--- config.mk ---
export PLATFORM = sky130hd
export DESIGN_NAME = uart_ctl
export DESIGN_NICKNAME = d
export VERILOG_FILES = /design/src/include/uart_ctl_pkg.sv /design/src/tx_sequencer.sv /design/src/uart_ctl.sv
export SDC_FILE = /design/constraint.sdc
export NUM_CORES = 1
export LEC_CHECK = 0
export BUFFER_PORTS_ARGS = -buffer_cell sky130_fd_sc_hd__buf_2
export CORE_MARGIN = 3
export CORE_UTILIZATION = 43
export DETAILED_ROUTE_END_ITERATION = 6
export PLACE_DENSITY_LB_ADDON = 0.12
export SYNTH_ARGS = -nofsm -noshare
export SYNTH_HDL_FRONTEND = slang
export SYNTH_SLANG_ARGS = --single-unit
--- constraint.sdc ---
create_clock -name hclk -period 1.78 [get_ports hclk]
set_clock_uncertainty 0.15 [all_clocks]
set_input_delay 0.089 -clock hclk [delete_from_list [all_inputs] [get_ports hclk]]
set_output_delay 0.089 -clock hclk [all_outputs]
set_load 0.01 [all_outputs]
--- src/include/uart_ctl_pkg.sv ---
// Shared constants, register layouts and types for the serial control block
// Notes on behaviour
// - Transmit-empty enable gates buffer-empty flag onto interrupt
// - Transmit-done enable gates done flag onto interrupt
// - Receive enable gates buffer-full flag onto interrupt
// - Quiet-line enable gates idle flag onto interrupt
// - Transmitter runs and owns pin while enabled
// - Single-wire mode: direction bit steers shared pin
// - Enable off-then-on queues one idle character
// - Pin held until pending idle, break, data finish
// - Receiver off releases receive pin to port
// - Loopback always releases the receive pin
// - Standby set by write, cleared by wakeup
// - Wakeup: idle line, or data MSB high
// - Break bit one then zero sends one break
// - Breaks repeat while set; 10/11, long 13/14
// - Either one or two breaks may result
// - Control register accessible at any time
// - Status register read-only, writes ignored
// - Done flag set at reset and when idle
// - Loopback source picks internal loop or single-wire
package uart_ctl_pkg;

    localparam int ADDR_W = 8;

    // Register byte addresses on the bus
    localparam logic [ADDR_W-1:0] ADDR_CONTROL_TWO = 8'h00;
    localparam logic [ADDR_W-1:0] ADDR_STATUS_ONE  = 8'h04;
    localparam logic [ADDR_W-1:0] ADDR_MODE        = 8'h08;

    localparam logic [1:0] HTRANS_NONSEQ = 2'h2;
    localparam logic [1:0] HTRANS_SEQ    = 2'h3;
    localparam logic       HRESP_OKAY    = 1'h0;

    // Second control register, MSB first
    typedef struct packed {
        logic tx_empty_irq_on;
        logic tx_done_irq_on;
        logic rx_full_irq_on;
        logic quiet_line_irq_on;
        logic tx_on;
        logic rx_on;
        logic rx_standby;
        logic break_queue;
    } control_two_t;

    // First status register, MSB first
    typedef struct packed {
        logic tx_buffer_empty;
        logic tx_done;
        logic rx_buffer_full;
        logic idle;
        logic overrun;
        logic noise;
        logic framing;
        logic parity_err;
    } status_one_t;

    // Receiver-side flags supplied by the receive datapath
    typedef struct packed {
        logic rx_buffer_full;
        logic idle;
        logic overrun;
        logic noise;
        logic framing;
        logic parity_err;
    } rx_flags_t;

    // Line configuration register
    typedef struct packed {
        logic nine_bit;
        logic long_break;
        logic wake_on_address;
        logic one_wire_direction;
        logic rx_source;
        logic loopback_select;
    } mode_t;

    localparam int CTL_W  = $bits(control_two_t);
    localparam int STAT_W = $bits(status_one_t);
    localparam int MODE_W = $bits(mode_t);

    localparam logic [CTL_W-1:0]  CONTROL_TWO_RST = 8'h00;
    localparam logic [STAT_W-1:0] STATUS_ONE_RST  = 8'hC0;
    localparam logic [MODE_W-1:0] MODE_RST        = 6'h00;

    // Character lengths in bit times
    localparam logic [3:0] CHAR_LEN_8   = 4'hA;
    localparam logic [3:0] CHAR_LEN_9   = 4'hB;
    localparam logic [3:0] LONG_EXTRA   = 4'h3;

    // Bit time and its cycle count at 100 MHz
    localparam int         CLK_PERIOD_NS = 10;
    localparam int         BIT_TIME_NS   = 160;
    localparam logic [7:0] BIT_CYCLES    = 8'(BIT_TIME_NS / CLK_PERIOD_NS);

    typedef enum logic [1:0] {
        SEQ_IDLE,
        SEQ_IDLE_CHAR,
        SEQ_BREAK
    } seq_state_t;

endpackage

--- src/tx_sequencer.sv ---
// Queued idle and break character generator for the transmit line
`timescale 1ns/1ps
module tx_sequencer
    import uart_ctl_pkg::*;
(
    input  wire logic       hclk,
    input  wire logic       hresetn,
    input  wire logic       bit_tick,
    input  wire logic       data_busy,
    input  wire logic       idle_req,
    input  wire logic       break_rise,
    input  wire logic       break_queue,
    input  wire logic [3:0] char_len,
    output logic            busy,
    output logic            pending,
    output logic            line_level
);

    seq_state_t state_q, state_d;
    logic [3:0] cnt_q, cnt_d;
    logic       pend_idle_q, pend_idle_d;
    logic       pend_brk_q, pend_brk_d;
    logic       last_bit;
    logic       can_start;

    assign last_bit   = bit_tick && (cnt_q == char_len - 4'h1);
    assign can_start  = bit_tick && !data_busy;
    assign busy       = (state_q != SEQ_IDLE);
    assign pending    = pend_idle_q || pend_brk_q;
    assign line_level = (state_q != SEQ_BREAK);

    // Next state; a new request in the start cycle stays pending
    always_comb begin
        state_d     = state_q;
        cnt_d       = cnt_q;
        pend_idle_d = pend_idle_q;
        pend_brk_d  = pend_brk_q;
        case (state_q)
            SEQ_IDLE: begin
                if (can_start && pend_brk_q) begin
                    state_d    = SEQ_BREAK;
                    cnt_d      = 4'h0;
                    pend_brk_d = 1'b0;
                end else if (can_start && pend_idle_q) begin
                    state_d     = SEQ_IDLE_CHAR;
                    cnt_d       = 4'h0;
                    pend_idle_d = 1'b0;
                end
            end
            SEQ_IDLE_CHAR, SEQ_BREAK: begin
                if (bit_tick) begin
                    cnt_d = cnt_q + 4'h1;
                end
                if (last_bit) begin
                    cnt_d = 4'h0;
                    if (state_q == SEQ_BREAK && break_queue) begin
                        state_d = SEQ_BREAK;
                    end else if (pend_brk_q) begin
                        state_d    = SEQ_BREAK;
                        pend_brk_d = 1'b0;
                    end else if (pend_idle_q) begin
                        state_d     = SEQ_IDLE_CHAR;
                        pend_idle_d = 1'b0;
                    end else begin
                        state_d = SEQ_IDLE;
                    end
                end
            end
            default: begin
                state_d = SEQ_IDLE;
                cnt_d   = 4'h0;
            end
        endcase
        // Set wins over the clear of the same cycle
        if (idle_req) begin
            pend_idle_d = 1'b1;
        end
        if (break_rise) begin
            pend_brk_d = 1'b1;
        end
    end

    always_ff @(posedge hclk or negedge hresetn) begin
        if (!hresetn) begin
            state_q     <= SEQ_IDLE;
            cnt_q       <= 4'h0;
            pend_idle_q <= 1'b0;
            pend_brk_q  <= 1'b0;
        end else begin
            state_q     <= state_d;
            cnt_q       <= cnt_d;
            pend_idle_q <= pend_idle_d;
            pend_brk_q  <= pend_brk_d;
        end
    end

    property p_idle_kept;
        @(posedge hclk) disable iff (!hresetn)
        idle_req |=> (pend_idle_q || state_q == SEQ_IDLE_CHAR);
    endproperty
    a_idle_kept: assert property (p_idle_kept)
        else $error("queued idle request lost");

    property p_break_repeat;
        @(posedge hclk) disable iff (!hresetn)
        (state_q == SEQ_BREAK && last_bit && break_queue)
            |=> (state_q == SEQ_BREAK && cnt_q == 4'h0);
    endproperty
    a_break_repeat: assert property (p_break_repeat)
        else $error("break not repeated while break bit held");

    property p_break_end;
        @(posedge hclk) disable iff (!hresetn)
        (state_q == SEQ_BREAK && last_bit && !break_queue
            && !pend_brk_q && !pend_idle_q && !break_rise && !idle_req)
            |=> (state_q == SEQ_IDLE);
    endproperty
    a_break_end: assert property (p_break_end)
        else $error("break did not end after its length");

endmodule

--- src/uart_ctl.sv ---
// Control and status registers with pin ownership for the serial port
//
// The AHB-Lite interface to the registers and the register offsets were decided locally.
`timescale 1ns/1ps
module uart_ctl
    import uart_ctl_pkg::*;
(
    input  wire logic        hclk,
    input  wire logic        hresetn,
    input  wire logic        hsel,
    input  wire logic [31:0] haddr,
    input  wire logic [1:0]  htrans,
    input  wire logic        hwrite,
    input  wire logic [2:0]  hsize,
    input  wire logic [31:0] hwdata,
    input  wire logic        hready,
    output logic             hreadyout,
    output logic             hresp,
    output logic [31:0]      hrdata,
    input  wire logic        tx_buffer_empty,
    input  wire rx_flags_t   rx_flags,
    input  wire logic        tx_data_busy,
    input  wire logic        tx_data_level,
    input  wire logic        rxd_in,
    input  wire logic        txd_in,
    input  wire logic        wake_idle,
    input  wire logic        wake_mark,
    output logic             irq,
    output logic             txd_out,
    output logic             txd_oe,
    output logic             rx_pin_owned,
    output logic             rx_line,
    output logic             tx_enable,
    output logic             rx_enable,
    output mode_t            mode,
    output logic             bit_tick
);

    control_two_t      ctl_q, ctl_d;
    status_one_t       status_q, status_d;
    mode_t             mode_q, mode_d;
    logic              wr_pend_q, wr_pend_d;
    logic [ADDR_W-1:0] wr_addr_q, wr_addr_d;
    logic [31:0]       rdata_q, rdata_d;
    logic [7:0]        div_q, div_d;
    logic              tick_q, tick_d;
    logic              irq_q, irq_d;
    logic              txd_q, txd_d;
    logic              oe_q, oe_d;
    logic              rx_own_q, rx_own_d;
    logic              rx_line_q, rx_line_d;
    logic              tx_en_q, tx_en_d;
    logic              rx_en_q, rx_en_d;
    logic              addr_ok;
    logic              wr_ctl;
    logic              wr_mode;
    logic              tx_on_rise;
    logic              brk_rise;
    logic              wake_hit;
    logic              single_wire;
    logic              seq_busy;
    logic              seq_pending;
    logic              seq_level;
    logic [3:0]        char_len;
    control_two_t      ctl_wdata;

    // Address phase qualifier; only word transfers are expected
    assign addr_ok = hsel && hready && hsize == 3'h2
                     && (htrans == HTRANS_NONSEQ || htrans == HTRANS_SEQ);
    assign ctl_wdata = control_two_t'(hwdata[CTL_W-1:0]);
    // Control accepts writes whatever the transmitter is doing
    assign wr_ctl  = wr_pend_q && wr_addr_q == ADDR_CONTROL_TWO;
    assign wr_mode = wr_pend_q && wr_addr_q == ADDR_MODE;
    assign tx_on_rise = wr_ctl && ctl_wdata.tx_on && !ctl_q.tx_on;
    assign brk_rise   = wr_ctl && ctl_wdata.break_queue
                        && !ctl_q.break_queue;
    // Wake source chosen by the address-mark select
    assign wake_hit = mode_q.wake_on_address ? wake_mark : wake_idle;
    assign single_wire = mode_q.loopback_select && mode_q.rx_source;

    // Break length grows by three bit times in long mode
    always_comb begin
        char_len = mode_q.nine_bit ? CHAR_LEN_9 : CHAR_LEN_8;
        if (mode_q.long_break) begin
            char_len = char_len + LONG_EXTRA;
        end
    end

    // Bus slave: capture writes, answer reads one cycle later
    always_comb begin
        wr_pend_d = addr_ok && hwrite;
        wr_addr_d = wr_addr_q;
        rdata_d   = rdata_q;
        if (addr_ok) begin
            wr_addr_d = haddr[ADDR_W-1:0];
        end
        if (addr_ok && !hwrite) begin
            // Next values so a read right after a write sees it
            case (haddr[ADDR_W-1:0])
                ADDR_CONTROL_TWO: rdata_d = {24'h000000, ctl_d};
                ADDR_STATUS_ONE:  rdata_d = {24'h000000, status_q};
                ADDR_MODE:        rdata_d = {26'h0000000, mode_d};
                default:          rdata_d = 32'h00000000;
            endcase
        end
    end

    always_ff @(posedge hclk or negedge hresetn) begin
        if (!hresetn) begin
            wr_pend_q <= 1'b0;
            wr_addr_q <= '0;
            rdata_q   <= 32'h00000000;
        end else begin
            wr_pend_q <= wr_pend_d;
            wr_addr_q <= wr_addr_d;
            rdata_q   <= rdata_d;
        end
    end

    // Zero wait states, response always OKAY
    assign hreadyout = 1'b1;
    assign hresp     = HRESP_OKAY;
    assign hrdata    = rdata_q;

    // Control and mode registers; status has no write path at all
    always_comb begin
        ctl_d  = ctl_q;
        mode_d = mode_q;
        if (ctl_q.rx_standby && wake_hit) begin
            ctl_d.rx_standby = 1'b0;
        end
        // A software write wins over the wakeup clear
        if (wr_ctl) begin
            ctl_d = ctl_wdata;
        end
        if (wr_mode) begin
            mode_d = mode_t'(hwdata[MODE_W-1:0]);
        end
    end

    always_ff @(posedge hclk or negedge hresetn) begin
        if (!hresetn) begin
            ctl_q  <= control_two_t'(CONTROL_TWO_RST);
            mode_q <= mode_t'(MODE_RST);
        end else begin
            ctl_q  <= ctl_d;
            mode_q <= mode_d;
        end
    end

    // Status snapshot; done flag is idle transmitter with empty buffer
    always_comb begin
        status_d                 = status_q;
        status_d.tx_buffer_empty = tx_buffer_empty;
        status_d.tx_done         = tx_buffer_empty && !tx_data_busy
                                   && !seq_busy && !seq_pending;
        status_d.rx_buffer_full  = rx_flags.rx_buffer_full;
        status_d.idle            = rx_flags.idle;
        status_d.overrun         = rx_flags.overrun;
        status_d.noise           = rx_flags.noise;
        status_d.framing         = rx_flags.framing;
        status_d.parity_err      = rx_flags.parity_err;
    end

    always_ff @(posedge hclk or negedge hresetn) begin
        if (!hresetn) begin
            status_q <= status_one_t'(STATUS_ONE_RST);
        end else begin
            status_q <= status_d;
        end
    end

    // Bit-time divider; a stand-in for the baud generator outside
    always_comb begin
        div_d  = div_q + 8'h01;
        tick_d = 1'b0;
        if (div_q == BIT_CYCLES - 8'h01) begin
            div_d  = 8'h00;
            tick_d = 1'b1;
        end
    end

    always_ff @(posedge hclk or negedge hresetn) begin
        if (!hresetn) begin
            div_q  <= 8'h00;
            tick_q <= 1'b0;
        end else begin
            div_q  <= div_d;
            tick_q <= tick_d;
        end
    end

    tx_sequencer u_seq (
        .hclk        (hclk),
        .hresetn     (hresetn),
        .bit_tick    (tick_q),
        .data_busy   (tx_data_busy),
        .idle_req    (tx_on_rise),
        .break_rise  (brk_rise),
        .break_queue (ctl_q.break_queue),
        .char_len    (char_len),
        .busy        (seq_busy),
        .pending     (seq_pending),
        .line_level  (seq_level)
    );

    // Interrupt request and pin steering
    always_comb begin
        irq_d = (ctl_q.tx_empty_irq_on   && status_q.tx_buffer_empty)
             || (ctl_q.tx_done_irq_on    && status_q.tx_done)
             || (ctl_q.rx_full_irq_on    && status_q.rx_buffer_full)
             || (ctl_q.quiet_line_irq_on && status_q.idle);
        tx_en_d = ctl_q.tx_on;
        // Pin kept until queued work drains after disable
        oe_d = ctl_q.tx_on || tx_data_busy
               || seq_busy || seq_pending;
        if (single_wire && !mode_q.one_wire_direction) begin
            oe_d = 1'b0;
        end
        txd_d = seq_busy ? seq_level : tx_data_level;
        // Receive pin released when off or in any loop mode
        rx_en_d  = ctl_q.rx_on && !ctl_q.rx_standby;
        rx_own_d = ctl_q.rx_on && !mode_q.loopback_select;
        if (!mode_q.loopback_select) begin
            rx_line_d = rxd_in;
        end else if (mode_q.rx_source) begin
            rx_line_d = oe_q ? txd_q : txd_in;
        end else begin
            rx_line_d = txd_q;
        end
    end

    always_ff @(posedge hclk or negedge hresetn) begin
        if (!hresetn) begin
            irq_q     <= 1'b0;
            tx_en_q   <= 1'b0;
            oe_q      <= 1'b0;
            txd_q     <= 1'b1;
            rx_en_q   <= 1'b0;
            rx_own_q  <= 1'b0;
            rx_line_q <= 1'b1;
        end else begin
            irq_q     <= irq_d;
            tx_en_q   <= tx_en_d;
            oe_q      <= oe_d;
            txd_q     <= txd_d;
            rx_en_q   <= rx_en_d;
            rx_own_q  <= rx_own_d;
            rx_line_q <= rx_line_d;
        end
    end

    assign irq          = irq_q;
    assign txd_out      = txd_q;
    assign txd_oe       = oe_q;
    assign rx_pin_owned = rx_own_q;
    assign rx_line      = rx_line_q;
    assign tx_enable    = tx_en_q;
    assign rx_enable    = rx_en_q;
    assign mode         = mode_q;
    assign bit_tick     = tick_q;

    property p_irq_tx_empty;
        @(posedge hclk) disable iff (!hresetn)
        (ctl_q.tx_empty_irq_on && status_q.tx_buffer_empty) |=> irq_q;
    endproperty
    a_irq_tx_empty: assert property (p_irq_tx_empty)
        else $error("missing irq for empty transmit buffer");

    property p_irq_tx_done;
        @(posedge hclk) disable iff (!hresetn)
        (ctl_q.tx_done_irq_on && status_q.tx_done) |=> irq_q;
    endproperty
    a_irq_tx_done: assert property (p_irq_tx_done)
        else $error("missing irq for transmit done");

    property p_irq_rx_full;
        @(posedge hclk) disable iff (!hresetn)
        (ctl_q.rx_full_irq_on && status_q.rx_buffer_full) |=> irq_q;
    endproperty
    a_irq_rx_full: assert property (p_irq_rx_full)
        else $error("missing irq for full receive buffer");

    property p_irq_idle;
        @(posedge hclk) disable iff (!hresetn)
        (ctl_q.quiet_line_irq_on && status_q.idle) |=> irq_q;
    endproperty
    a_irq_idle: assert property (p_irq_idle)
        else $error("missing irq for idle line");

    property p_irq_quiet;
        @(posedge hclk) disable iff (!hresetn)
        ((ctl_q & 8'hF0) == 8'h00) |=> !irq_q;
    endproperty
    a_irq_quiet: assert property (p_irq_quiet)
        else $error("irq raised with all enables clear");

    property p_tx_pin_held;
        @(posedge hclk) disable iff (!hresetn)
        ($fell(ctl_q.tx_on) && seq_pending && !single_wire) |=> oe_q;
    endproperty
    a_tx_pin_held: assert property (p_tx_pin_held)
        else $error("transmit pin released with work queued");

    property p_tx_pin_own;
        @(posedge hclk) disable iff (!hresetn)
        (ctl_q.tx_on && !single_wire) |=> (oe_q && tx_en_q);
    endproperty
    a_tx_pin_own: assert property (p_tx_pin_own)
        else $error("transmitter enabled but pin not driven");

    property p_rx_release;
        @(posedge hclk) disable iff (!hresetn)
        (!ctl_q.rx_on || mode_q.loopback_select) |=> !rx_own_q;
    endproperty
    a_rx_release: assert property (p_rx_release)
        else $error("receive pin held while off or looped");

    property p_standby_wake;
        @(posedge hclk) disable iff (!hresetn)
        (ctl_q.rx_standby && wake_hit && !wr_ctl) |=> !ctl_q.rx_standby;
    endproperty
    a_standby_wake: assert property (p_standby_wake)
        else $error("standby not cleared on wakeup");

    property p_status_ro;
        @(posedge hclk) disable iff (!hresetn)
        (wr_pend_q && wr_addr_q == ADDR_STATUS_ONE)
            |=> (ctl_q == $past(ctl_q) || $past(wake_hit));
    endproperty
    a_status_ro: assert property (p_status_ro)
        else $error("status write changed control state");

    property p_done_busy;
        @(posedge hclk) disable iff (!hresetn)
        seq_busy |=> !status_q.tx_done;
    endproperty
    a_done_busy: assert property (p_done_busy)
        else $error("done flag set while a break or idle is sent");

endmodule

==> results.json <==
{
  "yosys.cell_count.top_type": "dfrtp_1",
  "first_global_vias": 2260,
  "vdd.ir_drop.worst_mv": 0.415,
  "p_int_mw": 2.81,
  "synth_edf_count": 0,
  "netlist_area_mm2": 0.00304,
  "async_flop_share": 1.00,
  "final-setup-viol-count": 13,
  "drv_cap": 0,
  "pre_cts_ws_ps": -195,
  "power_density_mw_per_mm2": 932,
  "design.portCount": 135,
  "p_switching_mw": 1.11,
  "cts_buffers": 9,
  "timing.critical_path.to_type": "flop",
  "worstSetupStartpointType": "flop",
  "report.final.slew_viol_count": 0,
  "clock_power_share": 0.329,
  "final_cell_area_mm2": 0.00420,
  "violations": "negative setup slack",
  "synth_largest_type_area_fraction": 0.485,
  "drive_above_1_share": 0.376,
  "htreeDepth": 3,
  "rsz0062_at_grt": "yes",
  "num_antenna_cells": 0,
  "count_of_synthesis_stage_warnings_from_yosys": 0,
  "detailed_place.area_mm2": 0.00354,
  "cts.path.max_buffers": 2,
  "result_of_the_run": "finished with violations",
  "grt_max_degree": 49,
  "via_count": 2323,
  "port_buffers": 59,
  "critical_path_arrival_ps": 1980,
  "timing.hold.ws_ps": 14.8,
  "syn_avg_cell_area_um2": 11.3,
  "hold_class": "input port to flop",
  "synth.ff_latch_count": 63,
  "comb_power_share": 0.234,
  "placed_cells_incl_taps": 441,
  "cts_sinks": 63,
  "globalRoute.totalOverflow": 0,
  "post-route-period-util": 1.07,
  "netlist.top_cell.by_area": "dfrtp_1",
  "worst_setup_hold_path_clk_slew_ps": 70,
  "dp.final_hpwl_mm": 4.69,
  "clk_latency_ps": 330,
  "netlist_instances": 270,
  "die-area_mm2": 0.00812,
  "clockRootBuffer": "clkbuf_8",
  "timing.fmax_ghz": 0.526,
  "die_height_um": 90.1,
  "path_class": "flop to flop",
  "power_switching_share": 0.284,
  "synth_seq_area_share": 0.520,
  "core_outline_area_mm2": 0.00683,
  "avgViaCountPerCell": 4.74,
  "finish.net_count": 483,
  "grt_usage": 0.167,
  "cts_tree": "built",
  "drt_wl_total_mm": 6.65,
  "finalCriticalPeriod_ps": 1900,
  "grt_first_pass_wirelength_mm": 10.8,
  "largest_fanout_of_any_net_on_the_critical_path": 3,
  "setup_total_negative_slack_ps": -969,
  "dr.pass1.iters": 4,
  "drt_drc_violations_left": 0,
  "syn_to_final_growth_pct": 38.2,
  "fin_cells": 490,
  "avgRoutedWirePerCell_um": 13.6,
  "hold_violations": 0,
  "num_rows": 30,
  "die_width_um": 90.1,
  "synth_common_cells": "dfrtp_1 (59), buf_4 (27), nand2_1 (21)",
  "nFillCells": 568,
  "p_total_mw": 3.92,
  "pwr-share-seq": 0.437,
  "ys.flop_type": "dfrtp_1",
  "power_leakage_nw": 2.04,
  "floorplan.initialDensity": 0.445,
  "place.gp.congestion": 0.752,
  "number_of_antenna_violations_at_the_first_check_in_global_routing": 0,
  "route.antenna.remaining_nets": 0,
  "yosys.cell_types.count": 45,
  "final_core_utilization": 0.615,
  "drt_iter0_drc": 89,
  "cp.required_ps": 1860,
  "synthTopCellsByArea": "dfrtp_1 (49%), buf_4 (6.7%), mux2_2 (5.9%)",
  "setup_slack_ps": -120
}
## cells by family after synthesis
kind of cell	Yosys count	synth area share
flip-flops	63	0.520
AO/OA/AOI/OAI	49	0.111
XOR/XNOR	9	0.0259
multiplexers	23	0.0822
AND/OR/NAND/NOR	74	0.141
other	2	0.00247
adder cells (fa/ha/maj)	7	0.0288
buffers and inverters	43	0.0888
## routing by layer
| layer | share of wire | track usage | wire [um] |
|---|---|---|---|
| met2 | 0.48 | 0.264 | 3190 |
| met4 | 0.0083 | 0.0651 | 55 |
| met5 | 0 | 0 | 0 |
| met3 | 0.053 | 0.0360 | 351 |
| met1 | 0.46 | 0.226 | 3060 |
## cells in the final DEF, fill, tap and decap left out, types with 6 or more instances in the layout
master,n
clkbuf_8,12
ha_1,6
buf_4,20
conb_1,26
nor2_1,9
o21ai_0,10
nand3_1,10
dfrtp_1,58
dlygate4sd3_1,29
nand2_1,21
inv_1,12
a22oi_1,8
mux2_2,15
buf_2,59
## registers in the layout (all words and copies together), names as in the netlist, 2 cells and up
register / flops
div_q: 8
status_q: 8
mode: 6
hrdata: 8
u_seq.state_q: 2
wr_addr_q: 8
ctl_q: 7
u_seq.cnt_q: 4
## power by group through the flow
stage | registers, mW | clock network (mW) | logic, mW
after floorplan | 1.73 | 0 | 0.497
after global placement | 1.72 | 0 | 0.756
after detailed placement | 1.73 | 0 | 0.760
after CTS | 1.71 | 1.32 | 0.837
after global routing | 1.73 | 1.39 | 1.01
final | 1.71 | 1.29 | 0.917
## path summary, 6_finish.rpt
kind | startpoint | endpoint | slack, ps | cells past startpoint
max | wr_addr_q[6] | hrdata[7] | -120 | 6
min | haddr[3] | hrdata[4] | 10 | 3
max reg2reg | wr_addr_q[6] | hrdata[7] | -120 | 6
min reg2reg | div_q[0] | div_q[0] | 300 | 1
max in group asynchronous | hresetn | status_q[6] | 780 | 3
min in group asynchronous | hresetn | u_seq.state_q[1] | 60 | 2
## cell type report
type                    instances  area [um2]  share of cell area
clock buffers                  14         173              0.0411
clock inverters                 2        37.5             0.00893
inverters                      13        48.8              0.0116
multi-input cells             188        1430               0.340
flip-flops and latches         63        1580               0.376
well taps                      96         120              0.0286
repair buffers                114         812               0.193
## worst max-delay path, cell delays in order, from the launching register on
cell     delay [ps]
dfrtp_1         410
nor4_4          330
nand2_1         140
nor2_4          140
buf_6           130
mux2_4          290
a31o_2          200
## repair_timing
item	in CTS	in global routing
setup buffers	2	2
endpoints found under the hold margin	95	0
gates cloned	0	0
hold buffers	29	0
endpoints found under the setup margin	20	22
pin swaps	4	12
resized for setup	15	16
No activity file was read; power rests on OpenSTA's default activity.
